--- src/design/mcps_pkg.sv ---
// Package of constants for the multi-chassis power sync block
package mcps_pkg;

    // ------------------------------------------------------------------
    // Register map (APB byte addresses)
    // ------------------------------------------------------------------
    localparam logic [7:0] MCPS_CTRL_ADDR   = 8'h00;
    localparam logic [7:0] MCPS_STATUS_ADDR = 8'h04;

    // CTRL fields
    localparam int MCPS_CTRL_EMB_BIT    = 0;
    localparam int MCPS_CTRL_REMOTE_BIT = 1;
    localparam int MCPS_CTRL_WOL_BIT    = 2;

    // CTRL reset value: no embedded controller, remote power-on off, no WoL
    localparam logic [2:0] MCPS_CTRL_RESET = 3'h0;

    // STATUS fields
    localparam int MCPS_ST_ON_BIT      = 0;
    localparam int MCPS_ST_EMB_BIT     = 1;
    localparam int MCPS_ST_WAKE_BIT    = 2;
    localparam int MCPS_ST_MANUAL_BIT  = 3;
    localparam int MCPS_ST_LOCK_BIT    = 4;
    localparam int MCPS_ST_STATE_LSB   = 8;

    // ------------------------------------------------------------------
    // Group size and timing
    // ------------------------------------------------------------------
    localparam int MCPS_MAX_CHASSIS = 4;
    localparam int MCPS_PEERS       = MCPS_MAX_CHASSIS - 1;

    localparam int MCPS_CLK_MHZ     = 100;
    localparam int MCPS_DEB_US      = 10;
    localparam int MCPS_DEB_CYC     = MCPS_DEB_US * MCPS_CLK_MHZ;
    localparam int MCPS_HOLD_S      = 5;
    localparam longint MCPS_HOLD_CYC = longint'(MCPS_HOLD_S) * 64'd1_000_000 * MCPS_CLK_MHZ;
    localparam int MCPS_SETTLE_US   = 100;
    localparam int MCPS_SETTLE_CYC  = MCPS_SETTLE_US * MCPS_CLK_MHZ;
    localparam int MCPS_WAKE_US     = 50;
    localparam int MCPS_WAKE_CYC    = MCPS_WAKE_US * MCPS_CLK_MHZ;

    typedef enum logic [2:0] {
        MCPS_OFF,
        MCPS_UP_CHASSIS,
        MCPS_UP_EMB,
        MCPS_ON,
        MCPS_DN_EMB,
        MCPS_DN_CHASSIS
    } mcps_state_t;

endpackage : mcps_pkg

--- src/design/mcps_debounce.sv ---
// Synchroniser and debouncer for one input level
`timescale 1ns/1ns
module mcps_debounce #(
    parameter int CYCLES = 1000
) (
    input  wire logic pclk,
    input  wire logic presetn,
    input  wire logic raw_in,
    output logic      clean_out
);
    import mcps_pkg::*;

    logic        sync1_reg;
    logic        sync2_reg;
    logic [31:0] cnt_reg;

    // First stage feeds only the second stage
    always_ff @(posedge pclk or negedge presetn) begin
        if (!presetn) begin
            sync1_reg <= 1'b0;
            sync2_reg <= 1'b0;
        end else begin
            sync1_reg <= raw_in;
            sync2_reg <= sync1_reg;
        end
    end

    // Level must stay different for CYCLES clocks before it is accepted
    always_ff @(posedge pclk or negedge presetn) begin
        if (!presetn) begin
            cnt_reg   <= 32'h0000_0000;
            clean_out <= 1'b0;
        end else if (sync2_reg == clean_out) begin
            cnt_reg <= 32'h0000_0000;
        end else if (cnt_reg >= 32'(CYCLES - 1)) begin
            cnt_reg   <= 32'h0000_0000;
            clean_out <= sync2_reg;
        end else begin
            cnt_reg <= cnt_reg + 32'h0000_0001;
        end
    end

endmodule // mcps_debounce

--- src/design/mcps_power_sync.sv ---
// Multi-chassis power sync sequencer with APB control
`timescale 1ns/1ns
module mcps_power_sync #(
    parameter longint HOLD_CYC   = mcps_pkg::MCPS_HOLD_CYC,
    parameter int     DEB_CYC    = mcps_pkg::MCPS_DEB_CYC,
    parameter int     SETTLE_CYC = mcps_pkg::MCPS_SETTLE_CYC,
    parameter int     WAKE_CYC   = mcps_pkg::MCPS_WAKE_CYC
) (
    input  wire logic                            pclk,
    input  wire logic                            presetn,
    input  wire logic                            psel,
    input  wire logic                            penable,
    input  wire logic                            pwrite,
    input  wire logic [7:0]                      paddr,
    input  wire logic [31:0]                     pwdata,
    output logic                                 pready,
    output logic                                 pslverr,
    output logic [31:0]                          prdata,
    input  wire logic                            button_n,
    input  wire logic [mcps_pkg::MCPS_PEERS-1:0] sync_req_in,
    output logic                                 sync_req_out,
    input  wire logic [mcps_pkg::MCPS_PEERS-1:0] peer_on,
    input  wire logic                            host_on,
    input  wire logic                            wol_event,
    input  wire logic                            manual_override_position,
    input  wire logic                            inhibit_asserted,
    output logic                                 chassis_power_en,
    output logic                                 emb_power_en,
    output logic                                 pcie_wake
);
    import mcps_pkg::*;

    // ------------------------------------------------------------------
    // Input conditioning
    // ------------------------------------------------------------------
    logic                  btn_clean;
    logic [MCPS_PEERS-1:0] req_clean;

    mcps_debounce #(.CYCLES(DEB_CYC)) u_btn (
        .pclk      (pclk),
        .presetn   (presetn),
        .raw_in    (~button_n),
        .clean_out (btn_clean)
    );

    for (genvar g = 0; g < MCPS_PEERS; g++) begin : g_req
        mcps_debounce #(.CYCLES(DEB_CYC)) u_req (
            .pclk      (pclk),
            .presetn   (presetn),
            .raw_in    (sync_req_in[g]),
            .clean_out (req_clean[g])
        );
    end

    logic        btn_d_reg;
    logic [MCPS_PEERS-1:0] req_d_reg;
    logic        host_d_reg;
    logic        wol_d_reg;
    logic [63:0] hold_cnt_reg;
    logic        force_off_reg;

    // Edge history of the conditioned button and requests and of the raw host and wake inputs
    always_ff @(posedge pclk or negedge presetn) begin
        if (!presetn) begin
            btn_d_reg  <= 1'b0;
            req_d_reg  <= '0;
            host_d_reg <= 1'b0;
            wol_d_reg  <= 1'b0;
        end else begin
            btn_d_reg  <= btn_clean;
            req_d_reg  <= req_clean;
            host_d_reg <= host_on;
            wol_d_reg  <= wol_event;
        end
    end

    // Long-press detector; fires once per hold
    always_ff @(posedge pclk or negedge presetn) begin
        if (!presetn) begin
            hold_cnt_reg  <= 64'h0000_0000_0000_0000;
            force_off_reg <= 1'b0;
        end else if (!btn_clean) begin
            hold_cnt_reg  <= 64'h0000_0000_0000_0000;
            force_off_reg <= 1'b0;
        end else if (hold_cnt_reg == 64'(HOLD_CYC - 1)) begin
            hold_cnt_reg  <= hold_cnt_reg + 64'h0000_0000_0000_0001;
            force_off_reg <= 1'b1;
        end else begin
            force_off_reg <= 1'b0;
            if (hold_cnt_reg < 64'(HOLD_CYC))
                hold_cnt_reg <= hold_cnt_reg + 64'h0000_0000_0000_0001;
        end
    end

    // ------------------------------------------------------------------
    // Control register
    // ------------------------------------------------------------------
    logic [2:0] ctrl_reg;
    logic       apb_wr;
    logic       emb_present;
    logic       remote_en;
    logic       wol_en;

    // Write lands only at the edge where the master samples pready high
    assign apb_wr      = psel && penable && pwrite && pready;
    assign emb_present = ctrl_reg[MCPS_CTRL_EMB_BIT];
    assign remote_en   = ctrl_reg[MCPS_CTRL_REMOTE_BIT];
    assign wol_en      = ctrl_reg[MCPS_CTRL_WOL_BIT];

    always_ff @(posedge pclk or negedge presetn) begin
        if (!presetn)
            ctrl_reg <= MCPS_CTRL_RESET;
        else if (apb_wr && paddr == MCPS_CTRL_ADDR)
            ctrl_reg <= pwdata[2:0];
    end

    // ------------------------------------------------------------------
    // Group request decode
    // ------------------------------------------------------------------
    mcps_state_t state_reg;
    mcps_state_t state_next;
    logic        on_side;
    logic        press;
    logic        peer_press;
    logic        toggle_req;
    logic        on_req;
    logic        host_locked_reg;

    assign on_side    = (state_reg == MCPS_ON) || (state_reg == MCPS_UP_CHASSIS)
                        || (state_reg == MCPS_UP_EMB);
    assign press      = btn_clean && !btn_d_reg;
    // A rising request on the cable is a press seen at a peer chassis
    assign peer_press = |(req_clean & ~req_d_reg);
    assign toggle_req = press || peer_press;
    assign on_req     = toggle_req
                        || (remote_en && host_on && !host_d_reg)
                        || (wol_en && emb_present && wol_event && !wol_d_reg);

    // Lock: remote power-on and a live host make short presses unable to switch off; a long press still forces off
    always_ff @(posedge pclk or negedge presetn) begin
        if (!presetn)
            host_locked_reg <= 1'b0;
        else
            host_locked_reg <= remote_en && host_on;
    end

    logic off_req;
    assign off_req = toggle_req && !host_locked_reg;

    // ------------------------------------------------------------------
    // Sequencer
    // ------------------------------------------------------------------
    logic [31:0] seq_cnt_reg;
    logic        settled;
    logic        peers_up;
    logic        peers_down;

    assign settled    = seq_cnt_reg >= 32'(SETTLE_CYC - 1);
    assign peers_up   = &peer_on;
    assign peers_down = ~|peer_on;

    always_comb begin
        state_next = state_reg;
        if (force_off_reg) begin
            state_next = MCPS_OFF;
        end else begin
            unique case (state_reg)
                MCPS_OFF:        if (on_req) state_next = MCPS_UP_CHASSIS;
                MCPS_UP_CHASSIS: if (settled && peers_up)
                                     state_next = emb_present ? MCPS_UP_EMB : MCPS_ON;
                MCPS_UP_EMB:     if (settled) state_next = MCPS_ON;
                MCPS_ON:         if (off_req)
                                     state_next = emb_present ? MCPS_DN_EMB : MCPS_DN_CHASSIS;
                MCPS_DN_EMB:     if (settled) state_next = MCPS_DN_CHASSIS;
                MCPS_DN_CHASSIS: if (settled) state_next = MCPS_OFF;
                default:         state_next = MCPS_OFF;
            endcase
        end
    end

    // Manual mode freezes the sequencer in its current place
    always_ff @(posedge pclk or negedge presetn) begin
        if (!presetn)
            state_reg <= MCPS_OFF;
        else if (!manual_override_position)
            state_reg <= state_next;
    end

    always_ff @(posedge pclk or negedge presetn) begin
        if (!presetn)
            seq_cnt_reg <= 32'h0000_0000;
        else if (state_next != state_reg || manual_override_position)
            seq_cnt_reg <= 32'h0000_0000;
        else if (!settled)
            seq_cnt_reg <= seq_cnt_reg + 32'h0000_0001;
    end

    // ------------------------------------------------------------------
    // Power outputs
    // ------------------------------------------------------------------
    logic chassis_on_next;
    always_comb begin
        if (manual_override_position)
            chassis_on_next = !inhibit_asserted;
        else
            // A forced stop still lets the embedded controller drop one cycle first
            chassis_on_next = (state_next != MCPS_OFF) || emb_power_en;
    end

    always_ff @(posedge pclk or negedge presetn) begin
        if (!presetn) begin
            chassis_power_en <= 1'b0;
            emb_power_en     <= 1'b0;
        end else begin
            chassis_power_en <= chassis_on_next;
            emb_power_en     <= !manual_override_position && emb_present
                                && (state_next == MCPS_UP_EMB || state_next == MCPS_ON);
        end
    end

    // Drive our own request onto the cable while a local press is seen
    always_ff @(posedge pclk or negedge presetn) begin
        if (!presetn)
            sync_req_out <= 1'b0;
        else
            sync_req_out <= btn_clean && !manual_override_position;
    end

    // Wake pulse stretched over a fixed window after power-up
    logic [31:0] wake_cnt_reg;
    always_ff @(posedge pclk or negedge presetn) begin
        if (!presetn) begin
            wake_cnt_reg <= 32'h0000_0000;
            pcie_wake    <= 1'b0;
        end else if (chassis_on_next && !chassis_power_en) begin
            wake_cnt_reg <= 32'(WAKE_CYC);
            pcie_wake    <= 1'b1;
        end else if (wake_cnt_reg > 32'h0000_0001) begin
            wake_cnt_reg <= wake_cnt_reg - 32'h0000_0001;
        end else begin
            wake_cnt_reg <= 32'h0000_0000;
            pcie_wake    <= 1'b0;
        end
    end

    // ------------------------------------------------------------------
    // APB slave
    // ------------------------------------------------------------------
    logic [31:0] status_word;
    always_comb begin
        status_word = 32'h0000_0000;
        status_word[MCPS_ST_ON_BIT]     = chassis_power_en;
        status_word[MCPS_ST_EMB_BIT]    = emb_power_en;
        status_word[MCPS_ST_WAKE_BIT]   = pcie_wake;
        status_word[MCPS_ST_MANUAL_BIT] = manual_override_position;
        status_word[MCPS_ST_LOCK_BIT]   = host_locked_reg;
        status_word[MCPS_ST_STATE_LSB +: 3] = state_reg;
    end

    // One wait state: ready in the second access cycle
    always_ff @(posedge pclk or negedge presetn) begin
        if (!presetn) begin
            pready  <= 1'b0;
            pslverr <= 1'b0;
            prdata  <= 32'h0000_0000;
        end else if (psel && penable && !pready) begin
            pready  <= 1'b1;
            pslverr <= !(paddr == MCPS_CTRL_ADDR || paddr == MCPS_STATUS_ADDR)
                       || (pwrite && paddr == MCPS_STATUS_ADDR);
            if (!pwrite && paddr == MCPS_CTRL_ADDR)
                prdata <= {29'h0000_0000, ctrl_reg};
            else if (!pwrite && paddr == MCPS_STATUS_ADDR)
                prdata <= status_word;
            else
                prdata <= 32'h0000_0000;
        end else begin
            pready  <= 1'b0;
            pslverr <= 1'b0;
        end
    end

    // ------------------------------------------------------------------
    // Checks
    // ------------------------------------------------------------------
    AST_EMB_AFTER_PEERS: assert property (@(posedge pclk) disable iff (!presetn)
        $rose(emb_power_en) |-> peers_up || $past(peers_up))
        else $error("Embedded controller on before peers up");
    AST_EMB_OFF_FIRST: assert property (@(posedge pclk) disable iff (!presetn)
        $fell(chassis_power_en) && !manual_override_position |-> !$past(emb_power_en))
        else $error("Chassis off while embedded controller on");
    AST_LOCK_HOLDS_ON: assert property (@(posedge pclk) disable iff (!presetn)
        state_reg == MCPS_ON && host_locked_reg && !force_off_reg
        && !manual_override_position |=> state_reg == MCPS_ON)
        else $error("Group left on-state while host lock active");
    AST_MANUAL_FOLLOW: assert property (@(posedge pclk) disable iff (!presetn)
        manual_override_position && !inhibit_asserted |=> chassis_power_en)
        else $error("Manual mode not following inhibit input");
    AST_WAKE_ON_UP: assert property (@(posedge pclk) disable iff (!presetn)
        $rose(chassis_power_en) |-> pcie_wake)
        else $error("No wake on power up");
    AST_FORCE_OFF: assert property (@(posedge pclk) disable iff (!presetn)
        force_off_reg && !manual_override_position |=> state_reg == MCPS_OFF)
        else $error("Long press did not force off");
    AST_PRESS_ON: assert property (@(posedge pclk) disable iff (!presetn)
        state_reg == MCPS_OFF && toggle_req && !force_off_reg
        && !manual_override_position |=> state_reg == MCPS_UP_CHASSIS)
        else $error("Press did not start power up");
    AST_REMOTE_ON: assert property (@(posedge pclk) disable iff (!presetn)
        state_reg == MCPS_OFF && remote_en && host_on && !host_d_reg && !force_off_reg
        && !manual_override_position |=> state_reg == MCPS_UP_CHASSIS)
        else $error("Host power-on did not start chassis");
    AST_UNLOCKED_OFF: assert property (@(posedge pclk) disable iff (!presetn)
        state_reg == MCPS_ON && toggle_req && !host_locked_reg && !emb_present
        && !manual_override_position |=> state_reg == MCPS_DN_CHASSIS)
        else $error("Unlocked press did not power down");
    AST_APB_READY: assert property (@(posedge pclk) disable iff (!presetn)
        psel && penable && !pready |=> pready)
        else $error("APB ready not given");

    COV_POWER_UP:  cover property (@(posedge pclk) disable iff (!presetn) $rose(chassis_power_en));
    COV_EMB_UP:    cover property (@(posedge pclk) disable iff (!presetn) $rose(emb_power_en));
    COV_LONGPRESS: cover property (@(posedge pclk) disable iff (!presetn) force_off_reg);
    COV_LOCKED:    cover property (@(posedge pclk) disable iff (!presetn)
        state_reg == MCPS_ON && host_locked_reg && toggle_req);

endmodule // mcps_power_sync

--- config.mk ---
export PLATFORM = sky130hd
export DESIGN_NAME = mcps_power_sync
export DESIGN_NICKNAME = d
export VERILOG_FILES = /design/src/design/mcps_pkg.sv /design/src/design/mcps_debounce.sv /design/src/design/mcps_power_sync.sv
export SDC_FILE = /design/constraint.sdc
export NUM_CORES = 1
export LEC_CHECK = 0
export ABC_CLOCK_PERIOD_IN_PS = 2700
export BUFFER_PORTS_ARGS = -buffer_cell sky130_fd_sc_hd__buf_2
export CAP_MARGIN = 40
export CORE_MARGIN = 3
export CORE_UTILIZATION = 50
export CTS_BUF_LIST = sky130_fd_sc_hd__clkbuf_16
export CTS_CLUSTER_DIAMETER = 80
export DETAILED_ROUTE_END_ITERATION = 12
export PLACE_DENSITY = 0.73
export SLEW_MARGIN = 20
export SYNTH_ARGS = -nofsm -noshare
export SYNTH_HDL_FRONTEND = slang
export SYNTH_SLANG_ARGS = --single-unit
export TNS_END_PERCENT = 20
--- constraint.sdc ---
create_clock -name pclk -period 2.7 [get_ports pclk]
set_input_delay 0.27 -clock pclk [delete_from_list [all_inputs] [get_ports pclk]]
set_output_delay 0.27 -clock pclk [all_outputs]
set_load 0.02 [all_outputs]
==> impl_metrics.prom, run 1 <==
# TYPE chip_impl_metric gauge
chip_impl_metric{name="detail_route.iter0.violations",unit=""} 518
chip_impl_metric{name="number_of_buffers_inserted_during_clock_tree_synthesis",unit=""} 30
chip_impl_metric{name="detail_route.drc_violations",unit=""} 0
chip_impl_metric{name="path_max_fanout",unit=""} 24
chip_impl_metric{name="post-place-ws",unit="ps"} 88.4
chip_impl_info{name="outcome",value="finished, final reports clean"} 1
chip_impl_metric{name="worstPathRequired",unit="ps"} 3120
chip_impl_metric{name="clkTransAtPathRegs",unit="ps"} 60
chip_impl_metric{name="wire_length_of_the_first_global_routing_pass",unit="mm"} 35.6
chip_impl_metric{name="die_x",unit="µm"} 160
chip_impl_metric{name="synth_warnings",unit=""} 0
chip_impl_metric{name="netlist-cell-type-count",unit=""} 62
chip_impl_metric{name="ys_seq_area_share",unit="%"} 62.5
chip_impl_metric{name="synth_adder_area_share",unit="%"} 0.844
chip_impl_metric{name="final_max_tran_viols",unit=""} 0
chip_impl_metric{name="h-tree-depth",unit=""} 1
chip_impl_metric{name="gp_congestion",unit=""} 0.843
chip_impl_metric{name="placed_cells_incl_taps",unit=""} 1441
chip_impl_metric{name="hpwlAfterDp",unit="mm"} 13.4
chip_impl_metric{name="synth_simple_gate_area_share",unit="%"} 20.6
chip_impl_metric{name="fp.dieArea",unit="µm²"} 25600
chip_impl_metric{name="maxClockFrequency",unit="GHz"} 0.393
chip_impl_metric{name="globalRouteTotalUtil",unit="%"} 16.4
chip_impl_metric{name="placeableCoreArea",unit="µm²"} 23000
chip_impl_metric{name="synth_compound_gate_area_share",unit="%"} 4.53
chip_impl_metric{name="netlist_instances",unit=""} 1006
chip_impl_metric{name="hold_viol",unit=""} 0
chip_impl_metric{name="post_synth_mux_area_share",unit="%"} 1.34
chip_impl_metric{name="syn_to_final_growth",unit="%"} 17.3
chip_impl_metric{name="io_pins",unit=""} 94
chip_impl_metric{name="dr.pass1.iters",unit=""} 4
chip_impl_metric{name="slew_headroom",unit="%"} 56.9
chip_impl_metric{name="numClockSinks",unit=""} 296
chip_impl_metric{name="tcrit_tclk_final",unit="%"} 94.1
chip_impl_info{name="timing_worst_setup_path_type",value="register to register"} 1
chip_impl_metric{name="num_antenna_cells",unit=""} 0
chip_impl_metric{name="globalRoute.totalOverflow",unit=""} 0
chip_impl_metric{name="postLayoutSetupSlackWorst",unit="ps"} 158
chip_impl_metric{name="worst-slew-pin-transition",unit="ps"} 646
chip_impl_metric{name="clkLatencyLatePin",unit="ps"} 540
chip_impl_metric{name="ir_drop",unit="mV"} 0.485
chip_impl_metric{name="tns",unit="ps"} 0
chip_impl_metric{name="utilization",unit="%"} 60.5
chip_impl_metric{name="fin_nets",unit=""} 1234
chip_impl_metric{name="ant_nets",unit=""} 0
chip_impl_metric{name="cp.arrival",unit="ps"} 2960
chip_impl_metric{name="layoutNonFillerInstCount",unit=""} 1504
chip_impl_metric{name="drv.max_cap_violation_count",unit=""} 0
chip_impl_metric{name="number_of_global_route_vias_before_repair",unit=""} 7500
chip_impl_metric{name="route.detailed.vias_per_inst",unit=""} 4.96
chip_impl_metric{name="pwr_density_cell",unit="nW/µm²"} 690
chip_impl_info{name="grt_setup_unrepaired",value="no"} 1
chip_impl_metric{name="drt_wl_total",unit="mm"} 20.7
chip_impl_metric{name="antenna_found_initial",unit=""} 1
chip_impl_metric{name="layout_cell_share_with_drive_strength_beyond_1",unit="%"} 12.3
chip_impl_metric{name="number_of_enable_type_register_cells_in_the_synthesized_netlist",unit=""} 0
chip_impl_metric{name="timing.clock.skew",unit="ps"} 12.2
chip_impl_metric{name="multi_input_area",unit="µm²"} 4510
chip_impl_info{name="worstSetupStartpointType",value="register"} 1
chip_impl_metric{name="floorplan.initialDensity",unit="%"} 51.6
chip_impl_info{name="synthFlopType",value="sky130_fd_sc_hd__dfrtp_1"} 1
chip_impl_metric{name="row_count",unit=""} 55
chip_impl_metric{name="fraction_of_registers_with_async_set_reset",unit="%"} 100
chip_impl_metric{name="syn_avg_cell_area",unit="µm²"} 11.8
chip_impl_metric{name="period_needed",unit="ps"} 2540
chip_impl_metric{name="maximum_number_of_pins_on_one_net_before_global_route_repair",unit=""} 87
chip_impl_info{name="synth_top_family_by_area",value="simple AND/OR/NAND/NOR gates"} 1
chip_impl_metric{name="vias",unit=""} 7457
chip_impl_metric{name="die_height",unit="µm"} 160
chip_impl_metric{name="leakagePower",unit="nW"} 6.50
chip_impl_metric{name="nFillCells",unit=""} 1879
chip_impl_metric{name="syn-cell-area",unit="µm²"} 11900
chip_impl_metric{name="area_occupied_by_registers",unit="µm²"} 7410
chip_impl_metric{name="yosys.area_share.xor_xnor",unit="%"} 6.57
chip_impl_info{name="tritoncts",value="done"} 1
chip_impl_metric{name="avgRoutedWirePerCell",unit="µm"} 13.8
chip_impl_info{name="setup.worst_path.end_class",value="register"} 1
chip_impl_metric{name="cts_setup_buffers",unit=""} 0
chip_impl_metric{name="cts.path.max_buffers",unit=""} 3
chip_impl_info{name="clockRootBuffer",value="sky130_fd_sc_hd__clkbuf_16"} 1
chip_impl_info{name="hold_path.class",value="primary input to register"} 1
chip_impl_metric{name="setup_viol_count_final",unit=""} 0
chip_impl_metric{name="portBuffers",unit=""} 40
chip_impl_metric{name="largest_reg_flops",unit=""} 96
chip_impl_metric{name="total_of_flip_flops_plus_latches_after_synthesis",unit=""} 296
[placed cells by master (no fill, tap or decap), types with 7 or more instances in the layout]
cell	netlist	final
sky130_fd_sc_hd__a21boi_0	7	7
sky130_fd_sc_hd__and2_1	69	69
sky130_fd_sc_hd__and3_1	24	24
sky130_fd_sc_hd__buf_2	4	39
sky130_fd_sc_hd__buf_4	25	22
sky130_fd_sc_hd__clkbuf_16	0	31
sky130_fd_sc_hd__clkinv_1	0	10
sky130_fd_sc_hd__clkinv_2	0	7
sky130_fd_sc_hd__conb_1	1	112
sky130_fd_sc_hd__dfrtp_1	296	296
sky130_fd_sc_hd__dlygate4sd3_1	0	10
sky130_fd_sc_hd__ha_1	8	8
sky130_fd_sc_hd__inv_1	20	20
sky130_fd_sc_hd__mux2_2	7	7
sky130_fd_sc_hd__mux2i_1	8	8
sky130_fd_sc_hd__nand2_1	45	45
sky130_fd_sc_hd__nand2b_1	10	10
sky130_fd_sc_hd__nand3_1	41	41
sky130_fd_sc_hd__nand4_1	16	16
sky130_fd_sc_hd__nor2_1	89	89
sky130_fd_sc_hd__nor3_1	50	50
sky130_fd_sc_hd__nor4_1	49	42
sky130_fd_sc_hd__nor4_2	4	10
sky130_fd_sc_hd__o21ai_0	12	12
sky130_fd_sc_hd__or3_1	13	13
sky130_fd_sc_hd__or4_1	10	8
sky130_fd_sc_hd__xnor2_1	52	52
sky130_fd_sc_hd__xor2_1	37	37
[cell usage after synthesis, types with 3 or more instances]
| cell | count | share of area [%] |
|---|---|---|
| sky130_fd_sc_hd__a211oi_1 | 7 | 0.44 |
| sky130_fd_sc_hd__a21boi_0 | 7 | 0.44 |
| sky130_fd_sc_hd__a21o_1 | 4 | 0.25 |
| sky130_fd_sc_hd__a21oi_1 | 6 | 0.25 |
| sky130_fd_sc_hd__a22o_1 | 5 | 0.37 |
| sky130_fd_sc_hd__and2_1 | 69 | 3.6 |
| sky130_fd_sc_hd__and3_1 | 24 | 1.3 |
| sky130_fd_sc_hd__buf_2 | 4 | 0.17 |
| sky130_fd_sc_hd__buf_4 | 25 | 1.6 |
| sky130_fd_sc_hd__buf_6 | 4 | 0.38 |
| sky130_fd_sc_hd__clkbuf_1 | 22 | 0.70 |
| sky130_fd_sc_hd__dfrtp_1 | 296 | 62 |
| sky130_fd_sc_hd__ha_1 | 8 | 0.84 |
| sky130_fd_sc_hd__inv_1 | 20 | 0.63 |
| sky130_fd_sc_hd__mux2_2 | 7 | 0.66 |
| sky130_fd_sc_hd__mux2i_1 | 8 | 0.68 |
| sky130_fd_sc_hd__nand2_1 | 45 | 1.4 |
| sky130_fd_sc_hd__nand2b_1 | 10 | 0.53 |
| sky130_fd_sc_hd__nand3_1 | 41 | 1.7 |
| sky130_fd_sc_hd__nand4_1 | 16 | 0.84 |
| sky130_fd_sc_hd__nor2_1 | 89 | 2.8 |
| sky130_fd_sc_hd__nor2b_1 | 3 | 0.16 |
| sky130_fd_sc_hd__nor3_1 | 50 | 2.1 |
| sky130_fd_sc_hd__nor3_2 | 6 | 0.51 |
| sky130_fd_sc_hd__nor3b_1 | 4 | 0.25 |
| sky130_fd_sc_hd__nor4_1 | 49 | 2.6 |
| sky130_fd_sc_hd__nor4_2 | 4 | 0.42 |
| sky130_fd_sc_hd__o21a_1 | 6 | 0.38 |
| sky130_fd_sc_hd__o21ai_0 | 12 | 0.51 |
| sky130_fd_sc_hd__o22ai_1 | 4 | 0.21 |
| sky130_fd_sc_hd__o31ai_1 | 4 | 0.25 |
| sky130_fd_sc_hd__or3_1 | 13 | 0.69 |
| sky130_fd_sc_hd__or4_1 | 10 | 0.63 |
| sky130_fd_sc_hd__xnor2_1 | 52 | 3.8 |
| sky130_fd_sc_hd__xor2_1 | 37 | 2.7 |
[metal layers]
metal	part of all wire, %	vias to the layer above	wire length (µm)	global-route usage, %
li1	-	3677	-	-
met1	46	3626	9470	23.1
met2	48	118	9990	26.8
met3	4.0	34	819	3.06
met4	2.1	2	425	4.18
met5	0.034	-	7	0
[final timing paths]
path                                           from                          to  slack, ps  depth (start not counted)
max                                wake_cnt_reg[18]            wake_cnt_reg[12]        160                          7
min                                       pwdata[1]                 ctrl_reg[1]         20                          2
max reg2reg                        wake_cnt_reg[18]            wake_cnt_reg[12]        160                          7
min reg2reg                g_req[0].u_req.sync1_reg    g_req[0].u_req.sync2_reg        350                          0
max in group asynchronous                   presetn            wake_cnt_reg[17]       1540                          3
min in group asynchronous                   presetn  g_req[0].u_req.cnt_reg[27]        330                          2
[power by group]
group / switching, mW / internal [mW] / leakage (nW)
clock: 1.65 / 2.26 / 0.460
combinational: 0.581 / 0.375 / 2.20
sequential: 0.121 / 4.61 / 3.84
total: 2.35 / 7.25 / 6.50
[critical path, stage by stage, from the launching register on]
cell	delay [ps]
sky130_fd_sc_hd__dfrtp_1	410
sky130_fd_sc_hd__or4_4	550
sky130_fd_sc_hd__or3_4	370
sky130_fd_sc_hd__or4_4	470
sky130_fd_sc_hd__nor3_4	140
sky130_fd_sc_hd__and2_1	210
sky130_fd_sc_hd__buf_12	180
sky130_fd_sc_hd__o22ai_1	100
[cell families (layout without fill, tap and decap cells)]
logic type,Yosys count,after routing
other,1,112
buffers and inverters,77,151
and+or+nand+nor,446,446
xor gates and xnor gates,89,89
DFF,296,296
adders and majority gates,8,8
muxes,15,15
AOI/OAI and AO/OA,74,74
[final cells by class]
type	instances	share of cell area (%)
clock buffer	31	5.58
clock inverter	22	1.14
inverter	20	0.540
sequential	296	53.2
multi-input combinational	744	32.4
tap	313	2.82
timing repair buffer	78	4.28
[metrics by stage]
step	power, mW	area (µm²)	hold slack, ps
floorplan	5.40	12300	-25.6
global placement	5.72	12800	319
detailed placement	5.75	12800	323
CTS	9.72	13800	0.797
global route	10.0	13900	12.7
finish	9.60	13900	16.2
[what timing repair did]
action / 4_1_cts / 5_1_grt
hold buffers: 10 / 0
resized for setup: 0 / 12
hold endpoints to repair: 91 / 0
setup endpoints to repair: 0 / 45
(Power assumes the default switching activity.)
==> inputs of run 2 (changes only) <==
--- a/config.mk
+++ b/config.mk
@@ -5,6 +5,7 @@
 export SDC_FILE = /design/constraint.sdc
 export NUM_CORES = 1
 export LEC_CHECK = 0
+export ABC_AREA = 1
 export ABC_CLOCK_PERIOD_IN_PS = 2700
 export BUFFER_PORTS_ARGS = -buffer_cell sky130_fd_sc_hd__buf_2
 export CAP_MARGIN = 40
==> constraint.sdc (replaced) <==
create_clock -name pclk -period 2.7 [get_ports pclk]
set_input_delay 0.135 -clock pclk [delete_from_list [all_inputs] [get_ports pclk]]
set_output_delay 0.135 -clock pclk [all_outputs]
set_load 0.02 [all_outputs]
==> impl_metrics.prom, run 2 <==
# TYPE chip_impl_metric gauge
chip_impl_metric{name="wire_length_of_the_first_global_routing_pass",unit="mm"} 39.8
chip_impl_metric{name="fin_nets",unit=""} 1609
chip_impl_metric{name="detail_route.drc_violations",unit=""} 0
chip_impl_metric{name="row_count",unit=""} 57
chip_impl_info{name="timing_worst_setup_path_type",value="register to register"} 1
chip_impl_info{name="final_common_cell",value="sky130_fd_sc_hd__dfrtp_1"} 1
chip_impl_metric{name="utilization",unit="%"} 59.9
chip_impl_metric{name="multi_input_area",unit="µm²"} 4750
chip_impl_metric{name="timing.clock.skew",unit="ps"} 15.0
chip_impl_metric{name="detail_route.iter0.violations",unit=""} 614
chip_impl_metric{name="hold_viol",unit=""} 0
chip_impl_metric{name="numClockSinks",unit=""} 296
chip_impl_metric{name="hpwlAfterDp",unit="mm"} 15.6
chip_impl_metric{name="setup_viol_count_final",unit=""} 0
chip_impl_metric{name="fp.dieArea",unit="µm²"} 27600
chip_impl_metric{name="cts.path.max_buffers",unit=""} 3
chip_impl_metric{name="dr.pass1.iters",unit=""} 5
chip_impl_metric{name="floorplan.initialDensity",unit="%"} 51.8
chip_impl_metric{name="largest_reg_flops",unit=""} 96
chip_impl_metric{name="drt_wl_total",unit="mm"} 22.5
chip_impl_metric{name="drv.max_cap_violation_count",unit=""} 0
chip_impl_metric{name="fin_area",unit="µm²"} 14800
chip_impl_metric{name="nFillCells",unit=""} 2062
chip_impl_metric{name="placed_cells_incl_taps",unit=""} 1820
chip_impl_metric{name="globalRouteTotalUtil",unit="%"} 16.6
chip_impl_metric{name="avgRoutedWirePerCell",unit="µm"} 11.9
chip_impl_metric{name="yosys.area_share.xor_xnor",unit="%"} 4.17
chip_impl_metric{name="netlist_instances",unit=""} 1382
chip_impl_metric{name="number_of_global_route_vias_before_repair",unit=""} 8885
chip_impl_metric{name="post_dp_cell_area",unit="µm²"} 13700
chip_impl_metric{name="fraction_of_registers_with_async_set_reset",unit="%"} 100
chip_impl_metric{name="route.detailed.vias_per_inst",unit=""} 4.74
chip_impl_metric{name="maximum_number_of_pins_on_one_net_before_global_route_repair",unit=""} 83
chip_impl_metric{name="layout_cell_share_with_drive_strength_beyond_1",unit="%"} 12.2
chip_impl_metric{name="leakagePower",unit="nW"} 7.10
chip_impl_metric{name="final_max_tran_viols",unit=""} 0
chip_impl_metric{name="synth_compound_gate_area_share",unit="%"} 3.96
chip_impl_metric{name="period_needed",unit="ps"} 2260
chip_impl_metric{name="power",unit="mW"} 9.53
chip_impl_metric{name="path_max_fanout",unit=""} 32
chip_impl_metric{name="ir_drop",unit="mV"} 0.534
chip_impl_metric{name="antenna_found_initial",unit=""} 0
chip_impl_metric{name="syn_to_final_growth",unit="%"} 15.5
chip_impl_metric{name="portBuffers",unit=""} 40
chip_impl_info{name="tritoncts",value="done"} 1
chip_impl_info{name="synth_top_family_by_area",value="simple AND/OR/NAND/NOR gates"} 1
chip_impl_info{name="synthMostInstantiatedCell",value="sky130_fd_sc_hd__dfrtp_1"} 1
chip_impl_metric{name="layoutNonFillerInstCount",unit=""} 1892
chip_impl_metric{name="tcrit_tclk_final",unit="%"} 83.7
chip_impl_metric{name="tns",unit="ps"} 0
chip_impl_metric{name="post_synth_mux_area_share",unit="%"} 0.341
chip_impl_metric{name="placeableCoreArea",unit="µm²"} 24700
chip_impl_metric{name="synth_simple_gate_area_share",unit="%"} 24.4
chip_impl_metric{name="worst_r2r_path_depth",unit=""} 14
chip_impl_info{name="setup.worst_path.end_class",value="register"} 1
chip_impl_metric{name="clkTransAtPathRegs",unit="ps"} 60
chip_impl_metric{name="area_occupied_by_registers",unit="µm²"} 7410
chip_impl_metric{name="cp.arrival",unit="ps"} 2690
chip_impl_metric{name="synth_warnings",unit=""} 0
chip_impl_info{name="clockRootBuffer",value="sky130_fd_sc_hd__clkbuf_16"} 1
chip_impl_metric{name="clkLatencyLatePin",unit="ps"} 550
chip_impl_metric{name="netlist-cell-type-count",unit=""} 47
chip_impl_metric{name="number_of_enable_type_register_cells_in_the_synthesized_netlist",unit=""} 0
chip_impl_info{name="hold_path.class",value="primary input to register"} 1
chip_impl_metric{name="h-tree-depth",unit=""} 1
chip_impl_metric{name="die_height",unit="µm"} 166
chip_impl_info{name="netlist_top_cells_count",value="sky130_fd_sc_hd__dfrtp_1, sky130_fd_sc_hd__nand2_1, sky130_fd_sc_hd__nor2_1"} 1
chip_impl_metric{name="die_x",unit="µm"} 166
chip_impl_metric{name="globalRoute.totalOverflow",unit=""} 0
chip_impl_metric{name="ant_nets",unit=""} 0
chip_impl_info{name="worstSetupStartpointType",value="register"} 1
chip_impl_metric{name="synth.top_cell.area_share",unit="%"} 57.8
chip_impl_metric{name="pwr_density_cell",unit="nW/µm²"} 643
chip_impl_metric{name="min_delay_path_depth",unit=""} 4
chip_impl_metric{name="vias",unit=""} 8964
chip_impl_info{name="outcome",value="finished, final reports clean"} 1
chip_impl_metric{name="gp_congestion",unit=""} 0.909
chip_impl_info{name="grt_setup_unrepaired",value="no"} 1
chip_impl_metric{name="syn-cell-area",unit="µm²"} 12800
chip_impl_metric{name="synth_adder_area_share",unit="%"} 0.780
chip_impl_metric{name="slew_headroom",unit="%"} 50.4
chip_impl_metric{name="total_of_flip_flops_plus_latches_after_synthesis",unit=""} 296
chip_impl_metric{name="number_of_buffers_inserted_during_clock_tree_synthesis",unit=""} 30
chip_impl_info{name="synth.largest_area_cell",value="sky130_fd_sc_hd__dfrtp_1"} 1
chip_impl_metric{name="worst-r2r-setup-slack",unit="ps"} 440
chip_impl_metric{name="maxClockFrequency",unit="GHz"} 0.442
chip_impl_metric{name="worst-slew-pin-transition",unit="ps"} 737
chip_impl_metric{name="io_pins",unit=""} 94
chip_impl_metric{name="syn_avg_cell_area",unit="µm²"} 9.28
chip_impl_info{name="synthFlopType",value="sky130_fd_sc_hd__dfrtp_1"} 1
chip_impl_metric{name="ys_seq_area_share",unit="%"} 57.8
chip_impl_info{name="synth_top_cells_by_area",value="sky130_fd_sc_hd__dfrtp_1, sky130_fd_sc_hd__nand2_1, sky130_fd_sc_hd__nor2_1"} 1
chip_impl_metric{name="worstPathRequired",unit="ps"} 3130
chip_impl_info{name="most-common-layout-cells",value="sky130_fd_sc_hd__dfrtp_1, sky130_fd_sc_hd__nand2_1, sky130_fd_sc_hd__nor2_1, sky130_fd_sc_hd__inv_1, sky130_fd_sc_hd__conb_1"} 1
chip_impl_metric{name="num_antenna_cells",unit=""} 0
run 2: routing by layer:
layer / vias up / part of all wire [%] / track usage, %
met2: 168 / 48 / 27.9
met3: 45 / 4.0 / 2.76
met4: 0 / 2.7 / 5.10
li1: 4569 / - / -
met5: - / 0 / 0
met1: 4182 / 45 / 22.2
run 2: logic make-up (layout without fill, tap and decap cells):
group / count (synthesis) / after routing
mux: 4 / 4
compound gates: 85 / 85
other cells: 1 / 112
xor+xnor: 61 / 61
buf+inv: 248 / 323
flops: 296 / 296
fa+ha+maj: 8 / 8
simple gates: 679 / 679
run 2: stage by stage:
stage                     worst slack (ps)  hold slack, ps
after floorplan                        840            -161
after global placement                 470             150
after detailed placement               447             150
after CTS                              437            3.24
after global routing                   198            43.7
final                                  439            28.9
run 2: critical path, cell delays in order (launching register included):
cell	delay [ps]
sky130_fd_sc_hd__dfrtp_1	410
sky130_fd_sc_hd__ha_1	220
sky130_fd_sc_hd__nand3_1	130
sky130_fd_sc_hd__nand3_1	110
sky130_fd_sc_hd__nand3_2	100
sky130_fd_sc_hd__nand3_2	260
sky130_fd_sc_hd__nand3_1	150
sky130_fd_sc_hd__nand2_1	60
sky130_fd_sc_hd__nand3_1	120
sky130_fd_sc_hd__nand2_2	80
sky130_fd_sc_hd__nand2_1	60
sky130_fd_sc_hd__nand2_1	80
sky130_fd_sc_hd__nand2_4	70
sky130_fd_sc_hd__buf_12	220
sky130_fd_sc_hd__nor2_1	70
run 2: path summary, 6_finish.rpt:
kind                                             end                startpoint
max in group asynchronous            seq_cnt_reg[23]                   presetn
setup / recovery                     seq_cnt_reg[31]            seq_cnt_reg[0]
setup reg to reg                     seq_cnt_reg[31]            seq_cnt_reg[0]
hold / removal                                pready                      psel
min in group asynchronous  g_req[2].u_req.cnt_reg[6]                   presetn
hold reg to reg             g_req[1].u_req.sync2_reg  g_req[1].u_req.sync1_reg
run 2: final cells by class:
type                       count  share of cell area, %
clock inverter                25                   1.51
multi-input combinational    949                   32.1
timing repair buffer          72                   3.67
sequential                   296                   50.0
inverter                     196                   4.97
clock buffer                  30                   5.07
tap                          324                   2.74
run 2: repair_timing:
action / in CTS / in global routing
endpoints found under the setup margin: 0 / 0
gates resized for setup: 0 / 0
hold buffers: 17 / 0
hold endpoints to repair: 96 / 0
buffers inserted: 0 / 0
run 2: power breakdown:
group | internal, mW | switching, mW | total (mW) | leakage (nW)
Clock | 2.32 | 1.67 | 3.99 | 0.471
Combinational | 0.267 | 0.578 | 0.845 | 2.79
Sequential | 4.60 | 0.0922 | 4.70 | 3.84
Total | 7.19 | 2.35 | 9.53 | 7.10
